<file path="config.mk">
export PLATFORM = sky130hd
export DESIGN_NAME = eag_core
export DESIGN_NICKNAME = d
export VERILOG_FILES = /design/src/hw/eag_pkg.sv /design/src/hw/eag_mem_if.sv /design/src/hw/eag_align.sv /design/src/hw/eag_core.sv
export SDC_FILE = /design/constraint.sdc
export NUM_CORES = 1
export LEC_CHECK = 0
export BUFFER_PORTS_ARGS = -buffer_cell sky130_fd_sc_hd__buf_4
export CORE_MARGIN = 4
export CORE_UTILIZATION = 40
export CTS_CLUSTER_SIZE = 10
export DETAILED_ROUTE_END_ITERATION = 10
export PLACE_DENSITY = 0.67
export SKIP_LAST_GASP = 1
export SLEW_MARGIN = 30
export SYNTH_ARGS = -nofsm -noshare
export SYNTH_HDL_FRONTEND = slang
export SYNTH_SLANG_ARGS = --single-unit
</file>
<file path="constraint.sdc">
create_clock -name core_clk -period 4.42 [get_ports core_clk]
set_input_delay 0.221 -clock core_clk [delete_from_list [all_inputs] [get_ports core_clk]]
set_output_delay 0.221 -clock core_clk [all_outputs]
set_load 0.02 [all_outputs]
</file>
<file path="src/hw/eag_pkg.sv">
// Purpose: Shared constants and types for the effective address generator
// Assumes: Big-endian bit numbering on the architecture side (bit 0 = MSB)
// Notes:   Vector index = 31 - architectural bit number
package eag_pkg;
    // ------------------------------------------------------------
    // Widths
    // ------------------------------------------------------------
    localparam int WORD_W = 32;
    localparam int ADDR_W = 17;
    localparam int RSEL_W = 4;
    localparam int XSEL_W = 3;
    localparam int HALF_W = 16;
    localparam int BYTE_W = 8;
    // Instruction field positions (vector index, LSB = arch bit 31)
    localparam int IND_POS = 31;
    localparam int RSEL_LSB = 20;
    localparam int XSEL_LSB = 17;
    localparam int ADDR_LSB = 0;
    // Index shift amounts per operand size
    localparam int SHIFT_DW = 1;
    localparam int SHIFT_HW = 1;
    localparam int SHIFT_BY = 2;
    // Private register reached by a zero effective address
    localparam logic [RSEL_W-1:0] ZERO_ADDR_REG = 4'h0;
    localparam logic [ADDR_W-1:0] ZERO_ADDR = 17'h00000;
    localparam logic [XSEL_W-1:0] NO_INDEX = 3'h0;

    // Operand size of the current reference
    typedef enum logic [1:0] {
        EAG_SZ_WORD,
        EAG_SZ_DOUBLE,
        EAG_SZ_HALF,
        EAG_SZ_BYTE
    } eag_size_t;

    // Position of a halfword or byte inside the word
    typedef logic [1:0] eag_lane_t;
endpackage

</file>
<file path="src/hw/eag_mem_if.sv">
// Purpose: Operand memory port shared by sequencer and aligner
// Assumes: One request outstanding at a time
// Notes:   Private flag steers the reference away from core memory
`timescale 1ns/10ps
interface eag_mem_if;
    // ------------------------------------------------------------
    // Returned operand path
    // ------------------------------------------------------------
    logic rvalid;
    logic [eag_pkg::WORD_W-1:0] rdata;
    logic [1:0] lane;
    eag_pkg::eag_size_t size;
    // Aligned result
    logic [eag_pkg::WORD_W-1:0] aligned;

    modport seq (
        output lane,
        output size,
        input aligned
    );
    modport align (
        input lane,
        input size,
        input rdata,
        output aligned
    );
endinterface

</file>
<file path="src/hw/eag_align.sv">
// Purpose: Operand alignment of halfwords and bytes
// Assumes: Lane and size stay stable while the word is returned
// Notes:   Purely combinational
`timescale 1ns/10ps
module eag_align (
    // Operand path
    eag_mem_if.align mp
);
    // ------------------------------------------------------------
    // Extraction
    // ------------------------------------------------------------
    logic [eag_pkg::HALF_W-1:0] half_sel;
    logic [eag_pkg::BYTE_W-1:0] byte_sel;

    // Pick halfword/byte; lane 0 is the leftmost, most significant
    always_comb begin
        half_sel = mp.lane[0] ? mp.rdata[15:0] : mp.rdata[31:16];
        unique case (mp.lane)
            2'h0: byte_sel = mp.rdata[31:24];
            2'h1: byte_sel = mp.rdata[23:16];
            2'h2: byte_sel = mp.rdata[15:8];
            default: byte_sel = mp.rdata[7:0];
        endcase
        unique case (mp.size)
            eag_pkg::EAG_SZ_HALF: begin
                // Sign copied into the upper 16 bits
                mp.aligned = {{eag_pkg::HALF_W{half_sel[15]}},
                              half_sel};
            end
            eag_pkg::EAG_SZ_BYTE: begin
                // Byte lands right-justified, rest cleared
                mp.aligned = {24'h000000, byte_sel};
            end
            default: begin
                mp.aligned = mp.rdata;
            end
        endcase
    end
endmodule

</file>
<file path="src/hw/eag_core.sv">
// Purpose: Effective address generation and operand steering
// Assumes: Memory answers each read with mem_rvalid a cycle or more later
// Notes:   Core memory and private registers sit outside this block
// How it works
// - Indirect plus index: fetch pointer, then index
// - Indexed word adds index unscaled to reference
// - Doubleword is odd word then even
// - Doubleword address LSB forced to zero
// - Doubleword index shifted left by one
// - Even register: even-even, odd-odd transfer
// - Odd register receives both words
// - Most significant word loaded last
// - Left half bits 0-15, right 16-31
// - Unindexed halfword picks left half
// - Halfword index shifted right, bit 31 selects
// - Halfword load sign-extends upper sixteen bits
// - Bytes numbered left to right
// - Unindexed byte picks leftmost byte
// - Byte index shifted right by two
// - Byte load zero-extends into low bits
// - Address zero served from private register; pointer fetch at zero reads core memory, a store there writes nothing
// - Index field zero means no indexing
// - Only one level of indirection
// - Address bits 15-31, indirect flag bit 0
//
// Our own choices: the plain strobed port and the register addresses.
`timescale 1ns/10ps
module eag_core (
    // Clock and reset
    input wire logic core_clk,
    input wire logic sys_rst,
    // Instruction request
    input wire logic start,
    input wire logic [eag_pkg::WORD_W-1:0] instr,
    input wire eag_pkg::eag_size_t op_size,
    input wire logic op_store,
    output logic busy,
    output logic done,
    // Index register read (combinational lookup)
    output logic [eag_pkg::XSEL_W-1:0] idx_sel,
    input wire logic [eag_pkg::WORD_W-1:0] idx_data,
    // Core memory read/write
    output logic mem_req,
    output logic mem_we,
    output logic [eag_pkg::ADDR_W-1:0] mem_addr,
    output logic [eag_pkg::WORD_W-1:0] mem_wdata,
    input wire logic mem_rvalid,
    input wire logic [eag_pkg::WORD_W-1:0] mem_rdata,
    // Private register access for address zero
    output logic preg_rd,
    input wire logic [eag_pkg::WORD_W-1:0] preg_rdata,
    // Store data from the source register
    input wire logic [eag_pkg::WORD_W-1:0] store_data,
    // Destination register write
    output logic reg_we,
    output logic [eag_pkg::RSEL_W-1:0] reg_addr,
    output logic [eag_pkg::WORD_W-1:0] reg_wdata,
    output logic [1:0] lane_sel
);
    // ------------------------------------------------------------
    // Types and state
    // ------------------------------------------------------------
    typedef enum logic [2:0] {
        ST_IDLE,
        ST_IND,
        ST_CALC,
        ST_ACC0,
        ST_WAIT0,
        ST_ACC1,
        ST_WAIT1
    } eag_state_t;

    eag_state_t state_reg, state_next;
    // Latched instruction fields
    logic [eag_pkg::ADDR_W-1:0] ref_reg, ref_next;
    logic [eag_pkg::XSEL_W-1:0] xsel_reg, xsel_next;
    logic [eag_pkg::RSEL_W-1:0] rsel_reg, rsel_next;
    eag_pkg::eag_size_t size_reg, size_next;
    logic store_reg, store_next;
    logic [eag_pkg::ADDR_W-1:0] ea_reg, ea_next;
    logic [1:0] lane_reg, lane_next;
    logic [eag_pkg::WORD_W-1:0] wdata_reg, wdata_next;
    // Output registers
    logic req_reg, req_next;
    logic we_reg, we_next;
    logic prd_reg, prd_next;
    logic rwe_reg, rwe_next;
    logic [eag_pkg::RSEL_W-1:0] raddr_reg, raddr_next;
    logic [eag_pkg::WORD_W-1:0] rdat_reg, rdat_next;
    logic done_reg, done_next;
    // Second word of a doubleword pending
    logic second;

    // Aligner link
    eag_mem_if mif ();
    assign mif.rvalid = mem_rvalid | prd_reg;
    assign mif.rdata = prd_reg ? preg_rdata : mem_rdata;
    assign mif.lane = lane_reg;
    assign mif.size = size_reg;

    eag_align u_align (
        .mp(mif)
    );

    // ------------------------------------------------------------
    // Address arithmetic
    // ------------------------------------------------------------
    // Index scaled by operand size; sum truncated to field width
    function automatic logic [eag_pkg::ADDR_W-1:0] scaled_index(
        input logic [eag_pkg::WORD_W-1:0] x,
        input eag_pkg::eag_size_t sz);
        logic [eag_pkg::WORD_W-1:0] s;
        s = x;
        unique case (sz)
            eag_pkg::EAG_SZ_DOUBLE: s = x << eag_pkg::SHIFT_DW;
            eag_pkg::EAG_SZ_HALF: s = x >> eag_pkg::SHIFT_HW;
            eag_pkg::EAG_SZ_BYTE: s = x >> eag_pkg::SHIFT_BY;
            default: s = x;
        endcase
        return s[eag_pkg::ADDR_W-1:0];
    endfunction

    // Lane selected by low index bits; lane 0 without an index
    function automatic logic [1:0] pick_lane(
        input logic [eag_pkg::WORD_W-1:0] x,
        input eag_pkg::eag_size_t sz,
        input logic indexed);
        logic [1:0] l;
        l = 2'h0;
        if (indexed && sz == eag_pkg::EAG_SZ_HALF) begin
            l = {1'b0, x[0]};
        end else if (indexed && sz == eag_pkg::EAG_SZ_BYTE) begin
            l = x[1:0];
        end
        return l;
    endfunction

    logic indexed;
    logic [eag_pkg::ADDR_W-1:0] sum;
    assign indexed = xsel_reg != eag_pkg::NO_INDEX;
    assign idx_sel = xsel_reg;
    // Carry out of the top bit is dropped
    assign sum = ref_reg + (indexed ? scaled_index(idx_data, size_reg)
                                    : eag_pkg::ZERO_ADDR);
    assign second = state_reg == ST_ACC1 || state_reg == ST_WAIT1;

    // ------------------------------------------------------------
    // Sequencer next state
    // ------------------------------------------------------------
    always_comb begin
        state_next = state_reg;
        ref_next = ref_reg;
        xsel_next = xsel_reg;
        rsel_next = rsel_reg;
        size_next = size_reg;
        store_next = store_reg;
        ea_next = ea_reg;
        lane_next = lane_reg;
        wdata_next = wdata_reg;
        req_next = 1'b0;
        we_next = 1'b0;
        prd_next = 1'b0;
        rwe_next = 1'b0;
        raddr_next = raddr_reg;
        rdat_next = rdat_reg;
        done_next = 1'b0;
        unique case (state_reg)
            ST_IDLE: begin
                if (start) begin
                    // Field extraction from instruction word
                    ref_next = instr[eag_pkg::ADDR_LSB +:
                                     eag_pkg::ADDR_W];
                    xsel_next = instr[eag_pkg::XSEL_LSB +:
                                      eag_pkg::XSEL_W];
                    rsel_next = instr[eag_pkg::RSEL_LSB +:
                                      eag_pkg::RSEL_W];
                    size_next = op_size;
                    store_next = op_store;
                    if (instr[eag_pkg::IND_POS]) begin
                        // Pointer fetch through reference address
                        ea_next = instr[eag_pkg::ADDR_LSB +:
                                        eag_pkg::ADDR_W];
                        req_next = 1'b1;
                        state_next = ST_IND;
                    end else begin
                        state_next = ST_CALC;
                    end
                end
            end
            ST_IND: begin
                if (mem_rvalid) begin
                    // Pointer used as is, no further indirection
                    ref_next = mem_rdata[eag_pkg::ADDR_W-1:0];
                    state_next = ST_CALC;
                end
            end
            ST_CALC: begin
                // Post-index applied to the final virtual address
                ea_next = sum;
                if (size_reg == eag_pkg::EAG_SZ_DOUBLE) begin
                    // Pair base is even; its odd partner goes first
                    // so the most significant word is loaded last
                    ea_next[0] = 1'b1;
                end
                lane_next = pick_lane(idx_data, size_reg, indexed);
                state_next = ST_ACC0;
            end
            ST_ACC0, ST_ACC1: begin
                if (store_reg) begin
                    wdata_next = store_data;
                    we_next = ea_reg != eag_pkg::ZERO_ADDR;
                end
                // Address zero goes to the private register
                if (ea_reg == eag_pkg::ZERO_ADDR) begin
                    prd_next = 1'b1;
                end else begin
                    req_next = 1'b1;
                end
                state_next = state_reg == ST_ACC0 ? ST_WAIT0 : ST_WAIT1;
            end
            ST_WAIT0, ST_WAIT1: begin
                if (mem_rvalid || prd_reg) begin
                    rwe_next = !store_reg;
                    rdat_next = mif.aligned;
                    // Odd word to rsel|1, even to rsel; odd rsel
                    // keeps one target for both words
                    raddr_next = rsel_reg;
                    if (size_reg == eag_pkg::EAG_SZ_DOUBLE) begin
                        if (!second) begin
                            // Odd (least significant) word first so
                            // the most significant lands last
                            raddr_next = rsel_reg | 4'h1;
                            // Even base word of the pair follows
                            ea_next = ea_reg & 17'h1fffe;
                        end
                        // Even word goes to rsel itself
                    end
                    if (size_reg == eag_pkg::EAG_SZ_DOUBLE && !second) begin
                        state_next = ST_ACC1;
                    end else begin
                        done_next = 1'b1;
                        state_next = ST_IDLE;
                    end
                    if (second) begin
                        ea_next = ea_reg & 17'h1fffe;
                    end
                end
            end
            default: state_next = ST_IDLE;
        endcase
    end

    // ------------------------------------------------------------
    // Registers
    // ------------------------------------------------------------
    always_ff @(posedge core_clk) begin
        if (sys_rst) begin
            state_reg <= ST_IDLE;
            ref_reg <= eag_pkg::ZERO_ADDR;
            xsel_reg <= eag_pkg::NO_INDEX;
            rsel_reg <= eag_pkg::ZERO_ADDR_REG;
            size_reg <= eag_pkg::EAG_SZ_WORD;
            store_reg <= 1'b0;
            ea_reg <= eag_pkg::ZERO_ADDR;
            lane_reg <= 2'h0;
            wdata_reg <= 32'h00000000;
            req_reg <= 1'b0;
            we_reg <= 1'b0;
            prd_reg <= 1'b0;
            rwe_reg <= 1'b0;
            raddr_reg <= eag_pkg::ZERO_ADDR_REG;
            rdat_reg <= 32'h00000000;
            done_reg <= 1'b0;
        end else begin
            state_reg <= state_next;
            ref_reg <= ref_next;
            xsel_reg <= xsel_next;
            rsel_reg <= rsel_next;
            size_reg <= size_next;
            store_reg <= store_next;
            ea_reg <= ea_next;
            lane_reg <= lane_next;
            wdata_reg <= wdata_next;
            req_reg <= req_next;
            we_reg <= we_next;
            prd_reg <= prd_next;
            rwe_reg <= rwe_next;
            raddr_reg <= raddr_next;
            rdat_reg <= rdat_next;
            done_reg <= done_next;
        end
    end

    // Outputs, all registered except busy
    assign busy = state_reg != ST_IDLE;
    assign done = done_reg;
    assign mem_req = req_reg;
    assign mem_we = we_reg;
    assign mem_addr = ea_reg;
    assign mem_wdata = wdata_reg;
    assign preg_rd = prd_reg;
    assign reg_we = rwe_reg;
    assign reg_addr = raddr_reg;
    assign reg_wdata = rdat_reg;
    assign lane_sel = lane_reg;

    // ------------------------------------------------------------
    // Checks
    // ------------------------------------------------------------
    AST_ZERO_NO_CORE: assert property (@(posedge core_clk)
        disable iff (sys_rst) mem_req && state_reg != ST_IND
        |-> mem_addr != eag_pkg::ZERO_ADDR)
        else $error("core access at address zero");
    AST_DW_EVEN: assert property (@(posedge core_clk)
        disable iff (sys_rst) mem_req && state_reg == ST_WAIT1
        && size_reg == eag_pkg::EAG_SZ_DOUBLE |-> !mem_addr[0])
        else $error("doubleword base not even");
    AST_DW_PAIR: assert property (@(posedge core_clk)
        disable iff (sys_rst) state_reg == ST_ACC1
        |-> !ea_reg[0] && (ea_reg | 17'h00001) == $past(ea_reg))
        else $error("doubleword words not one even-odd pair");
    AST_LANE_HOLD: assert property (@(posedge core_clk)
        disable iff (sys_rst) state_reg == ST_WAIT0 && !mem_rvalid
        && !prd_reg |=> $stable(lane_reg))
        else $error("lane changed while waiting");
    AST_ONE_IND: assert property (@(posedge core_clk)
        disable iff (sys_rst) state_reg == ST_IND && mem_rvalid
        |=> state_reg == ST_CALC)
        else $error("second indirection");
    AST_NO_INDEX: assert property (@(posedge core_clk)
        disable iff (sys_rst) state_reg == ST_CALC && !indexed
        && size_reg != eag_pkg::EAG_SZ_DOUBLE |=> ea_reg == $past(ref_reg)
        && lane_reg == 2'h0)
        else $error("unindexed address modified");
    AST_HALF_SIGN: assert property (@(posedge core_clk)
        disable iff (sys_rst) rwe_reg && size_reg == eag_pkg::EAG_SZ_HALF
        |-> reg_wdata[31:16] == {16{reg_wdata[15]}})
        else $error("halfword not sign extended");
    AST_BYTE_ZERO: assert property (@(posedge core_clk)
        disable iff (sys_rst) rwe_reg && size_reg == eag_pkg::EAG_SZ_BYTE
        |-> reg_wdata[31:8] == 24'h000000)
        else $error("byte upper bits not cleared");
    AST_MSW_LAST: assert property (@(posedge core_clk)
        disable iff (sys_rst) rwe_reg && done_reg
        && size_reg == eag_pkg::EAG_SZ_DOUBLE |-> reg_addr == rsel_reg)
        else $error("doubleword final write not to selected register");
endmodule

</file>
# --- Word-level counts from Yosys, hierarchy flattened ---
# Index checks and enable logic that the tools add are counted.
op_classes:
  reduce_logical: 28
  bitwise_logic: 4
  mux: 33
  addsub: 1
  n_eq_ne: 16
op_table:
  columns: ["op", "count"]
  rows:
  - ["$mux 17", 7]
  - ["$pmux 17 s3", 2]
  - ["$pmux 32 s2", 1]
  - ["$pmux 17 s2", 1]
  - ["$mux 32", 1]
  - ["$pmux 8 s3", 1]
  - ["$add 17x17->17", 1]
  - ["$logic_not 17->1", 1]
  - ["$reduce_bool 17->1", 1]
  - ["$mux 16", 1]
  - ["$pmux 3 s5", 1]
  - ["$mux 3", 4]
  - ["$eq 3x3->1 const B", 3]
  - ["$mux 1", 9]
  - ["$reduce_bool 3->1", 3]
  - ["$mux 2", 4]
  - ["$ne 2x2->1 const B", 4]
  - ["$eq 2x2->1 const B", 3]
  - ["$eq 3x2->1 const B", 2]
  - ["$reduce_and 2->1", 3]
  - ["$reduce_and 3->1", 2]
  - ["$reduce_or 2->1", 3]
  - ["$reduce_or 3->1", 2]
  - ["$reduce_and 5->1", 1]
  - ["12 further kinds", 21]
word_totals:
  register_bits: 122
  wordCells: 99
  in_bits: 167
  output_inout_bits: 96

# --- Logic depth before layout (Yosys ltp) ---
depth:
  word_depth: 7
  ltp_mapped: 15
  mapped_depth_nobuf: 13

# --- Hierarchy ---
# A second synthesis with hierarchy kept.
hier_totals:
  hier_cells: 882
  hier_area_um2: 7115.6
modules_own_cells:
  columns: ["mod", "area_each_um2", "cells_each", "seq_area_each_um2", "n_inst"]
  rows:
  - ["eag_core", 6421.2, 781, 2442.3, 1]
  - ["eag_align", 694.4, 101, 0.0, 1]

# --- Worst setup path before layout ---
# Ideal clock, no wire load.
synth_path:
  kind: "register to register"
  from: "register size_reg[0] (netlist: mif.size[0])"
  to: "register ea_reg, in the netlist mem_addr[14]"
  arrival_ns: 2.785
  n_path_buf: 2
  period_less_slack_ns: 2.904
  t_required_ns: 4.300
  slack_ns: 1.516
  path_stages_with_launch: 12
  setup_ns: 0.120
  path_cell_list: "dfxtp_1 buf_2 buf_2 mux4_2 and2_1 ha_1 a21oi_1 nand2_1 o21ai_1 o21bai_1 and3_1 o31a_1"
synth_via:
  elab_chain_len: 5
  word_cells_on_any_way: 7
  classes_between: "add/sub: 1; eq/ne: 3; mux: 3"
synth_rtl:
  columns: ["item", "line", "text"]
  rows:
  - ["start: declaration", "eag_core.sv:78", "eag_pkg::eag_size_t size_reg, size_next;"]
  - ["start signal: assignment", "eag_core.sv:262", "size_reg <= eag_pkg::EAG_SZ_WORD;"]
  - ["start signal: assignment", "eag_core.sv:279", "size_reg <= size_next;"]
  - ["$eq 2x2->1 or $eq 2x1->1 (tied branches)", "eag_core.sv:114, eag_core.sv:228", null]
  - ["$pmux 17 s3 (*)", "eag_core.sv:114", "unique case (sz)"]
  - ["$mux 17 (*)", "eag_core.sv:143", "assign sum = ref_reg + (indexed ? scaled_index(idx_data, size_reg)"]
  - ["$add 17x17->17 (*)", "eag_core.sv:143", null]
  - ["$pmux 17 s3 (*)", "eag_core.sv:167", "unique case (state_reg)"]
  - ["end signal: assignment", "eag_core.sv:264", "ea_reg <= eag_pkg::ZERO_ADDR;"]
  - ["end signal: assignment", "eag_core.sv:281", "ea_reg <= ea_next;"]
  - ["end: declaration", "eag_core.sv:80", "logic [eag_pkg::ADDR_W-1:0] ea_reg, ea_next;"]
# Every way passes the cells marked *; elsewhere a longest branch is shown, timed or not.
# A chain may end at the register's enable or synchronous reset.

# --- Final worst setup path ---
# Same ends and word-level chain as after synthesis.

==> reports/qor.txt <==
CP Class: reg -> reg
Starting Density: 41.1%
Period utilization: 74.9%
Hold Path Class: in -> reg
Y dimension of the die: 139 um
Most common cell after layout, fill and taps aside: buf_4
Wire per inst: 17.7 um
Worst Skew: 0.0237 ns
Final setup fails: 0
Vias in the first global route: 6704
Post-Syn Nets: 1050
WHS: 0.0486 ns
CTS Sinks: 122
I/O Pins: 263
Endpoint, Worst Hold: idx_sel[1]
Critical Path RT: 4.73 ns
Post-synthesis cell count: 866
R2r setup slk: 1.11 ns
Ys flop type: dfxtp_1
Yosys warns: 0
Max Freq: 302 MHz
DR vias/cell: 5.45
Yosys cell types: 64
Total congestion overflow: 0
ANT nets after route: 0
Root Buffer: clkbuf_16
Fin. Hold Viols: 0
Post-Route WL: 23100 um
CTS Buffer Depth: 2
Synth top area share: 35.5%
Largest net degree at the start of global routing: 90
First-pass GRT wire length: 36200 um
Antenna violations before repair: 0
Synthesized flop and latch total: 122
Vias after detailed routing: 7078
Worst Hold Launch: instr[18]
# H-tree levels: 4
Total power: 3.69 mW
Final GP Congestion: 0.879
1st-pass router iterations: 5
Worst Tran Pin Value: 0.732 ns
Setup WS post-layout: 1.11 ns
Total CTS buffers: 17
Reg-to-Reg End: mem_addr[14]
Nets: 1250
# hold bufs at CTS: 0
Minimum clock period: 3.31 ns
VDD IR-drop max: 0.293 mV
Final setup TNS: 0 ns
Row cnt: 47
Gr usage total: 23.1%
Number of synthesized flops with an enable pin: 0
Non-filler cells, final: 1299
# Max-Cap Violations: 0
Clock Latency Late Sink: 0.43 ns
Remaining DRCs: 0
Area contributors post-synth: dfxtp_1, nand2_1, a21oi_1
Status: completed
Synth Area per Inst: 7.93 um2
Post-DP HPWL: 17400 um
Die width: 139 um
Cell Area, Placed: 8700 um2
Arr. time, crit path: 3.63 ns
Post-cts resize count: 0
Critical Path Sink Type: flop
Post-place setup slack: 1.13 ns
RSZ-0062 raised after global routing: no
Asr flop ratio synth: 0%
Clk slew on worst S/H paths: 0.06 ns
Layout area overhead: 35.1%
ANT cells: 0
Leakage: 3.81 nW
Die area: 19300 um2
Commonest non-fill, non-tap cells in the layout: buf_4, nand2_1, dfxtp_1
Design area: 9280 um2
Setup Buffers After CTS: 0
TritonCTS clock tree: built
FF-to-FF Start: mif.size[0]
Cell taking the most area after synthesis: dfxtp_1
Cell count after placement: 1267
Layout Utilization: 55.6%
Mapped cell area: 6870 um2
Power per cell area: 397 nW/um2
Number of port buffers: 242
Max-slew headroom: 51.2%
Maximum fanout along the worst path: 14
Core region area: 16700 um2
Seq/Total Area, Yosys: 35.5%
Crit start category: flop
Layout cells sized above 1: 29.9%
Worst reg-to-reg path cell count: 10
Slew Viols, Final: 0
Iter 0 DRT Violations: 442
Hold Crit Depth: 3
==> cell type report <==
class / instances / area (um2)
clock inverters: 15 / 144
multi-input cells: 669 / 4090
flip-flops and latches: 122 / 2440
repair buffers: 250 / 1880
well taps: 220 / 275
inverters: 6 / 22.5
fillers: 1638 / 7420
clock buffers: 17 / 425
==> cells in the mapped netlist (3+ instances only) <==
library cell and count:
mux2i_1 30, and2_1 19, mux2_2 9, o22ai_1 3
o21ai_0 20, dfxtp_1 122, nand2_1 179, a31oi_1 5
nor2b_1 9, nor2_1 102, xnor2_1 7, buf_4 4
a311oi_1 21, o2111ai_1 5, nand3_1 3, a21oi_1 93
or3_1 3, nor4_1 3, ha_1 16, o31ai_1 4
a211oi_1 7, buf_2 23, o21ai_1 3, nand2b_1 6
and3_1 5, clkbuf_1 38, xor2_1 7, nand4_1 5
mux4_2 17, inv_1 5, nor3_1 34, a221oi_1 11
o221ai_1 7
==> kinds of logic (layout without fill, tap and decap cells) <==
| family | Yosys count | after routing | share of synthesized area (%) |
|---|---|---|---|
| AO/OA/AOI/OAI | 202 | 202 | 19.0 |
| XOR/XNOR | 14 | 14 | 1.78 |
| adder cells (fa/ha/maj) | 17 | 17 | 3.21 |
| buffers and inverters | 75 | 288 | 5.19 |
| flip-flops | 122 | 122 | 35.5 |
| multiplexers | 56 | 56 | 11.4 |
| AND/OR/NAND/NOR | 380 | 380 | 23.9 |
==> critical path: stages (launching register included) <==
cell	delay (ns)
dfxtp_1	0.48
buf_4	0.32
mux4_2	0.52
and2_1	0.18
ha_1	0.35
a21oi_1	0.20
nand2_1	0.07
o21ai_1	0.38
o21bai_1	0.22
and3_1	0.21
o31a_1	0.27
==> how the worst max path moves through the flow <==
stage                            from      endpoint  slack [ns]  cells after the start
after global routing      mif.size[0]  mem_addr[14]        0.93                     10
after floorplan           mif.size[0]  mem_addr[14]        1.52                     11
after CTS                 mif.size[0]  mem_addr[14]        1.10                     10
after detailed placement  mif.size[0]  mem_addr[14]        1.13                     10
after global placement    mif.size[0]  mem_addr[14]        1.19                     10
final                     mif.size[0]  mem_addr[14]        1.11                     10
==> layer usage <==
| layer | track usage [%] | wire length (um) | part of all wire [%] | vias up |
|---|---|---|---|---|
| met5 | 0 | 0 | 0 | - |
| li1 | - | - | - | 3471 |
| met1 | 29.3 | 9660 | 42 | 3331 |
| met2 | 38.3 | 11200 | 48 | 248 |
| met4 | 6.80 | 475 | 2.1 | 0 |
| met3 | 6.83 | 1750 | 7.6 | 28 |
==> power breakdown <==
group	switching, mW	internal (mW)	leakage (nW)
Combinational	0.613	0.446	2.54
Sequential	0.0855	1.19	0.993
Clock	0.565	0.785	0.278
Total	1.26	2.43	3.81
Power figures use the tool's default switching activity.
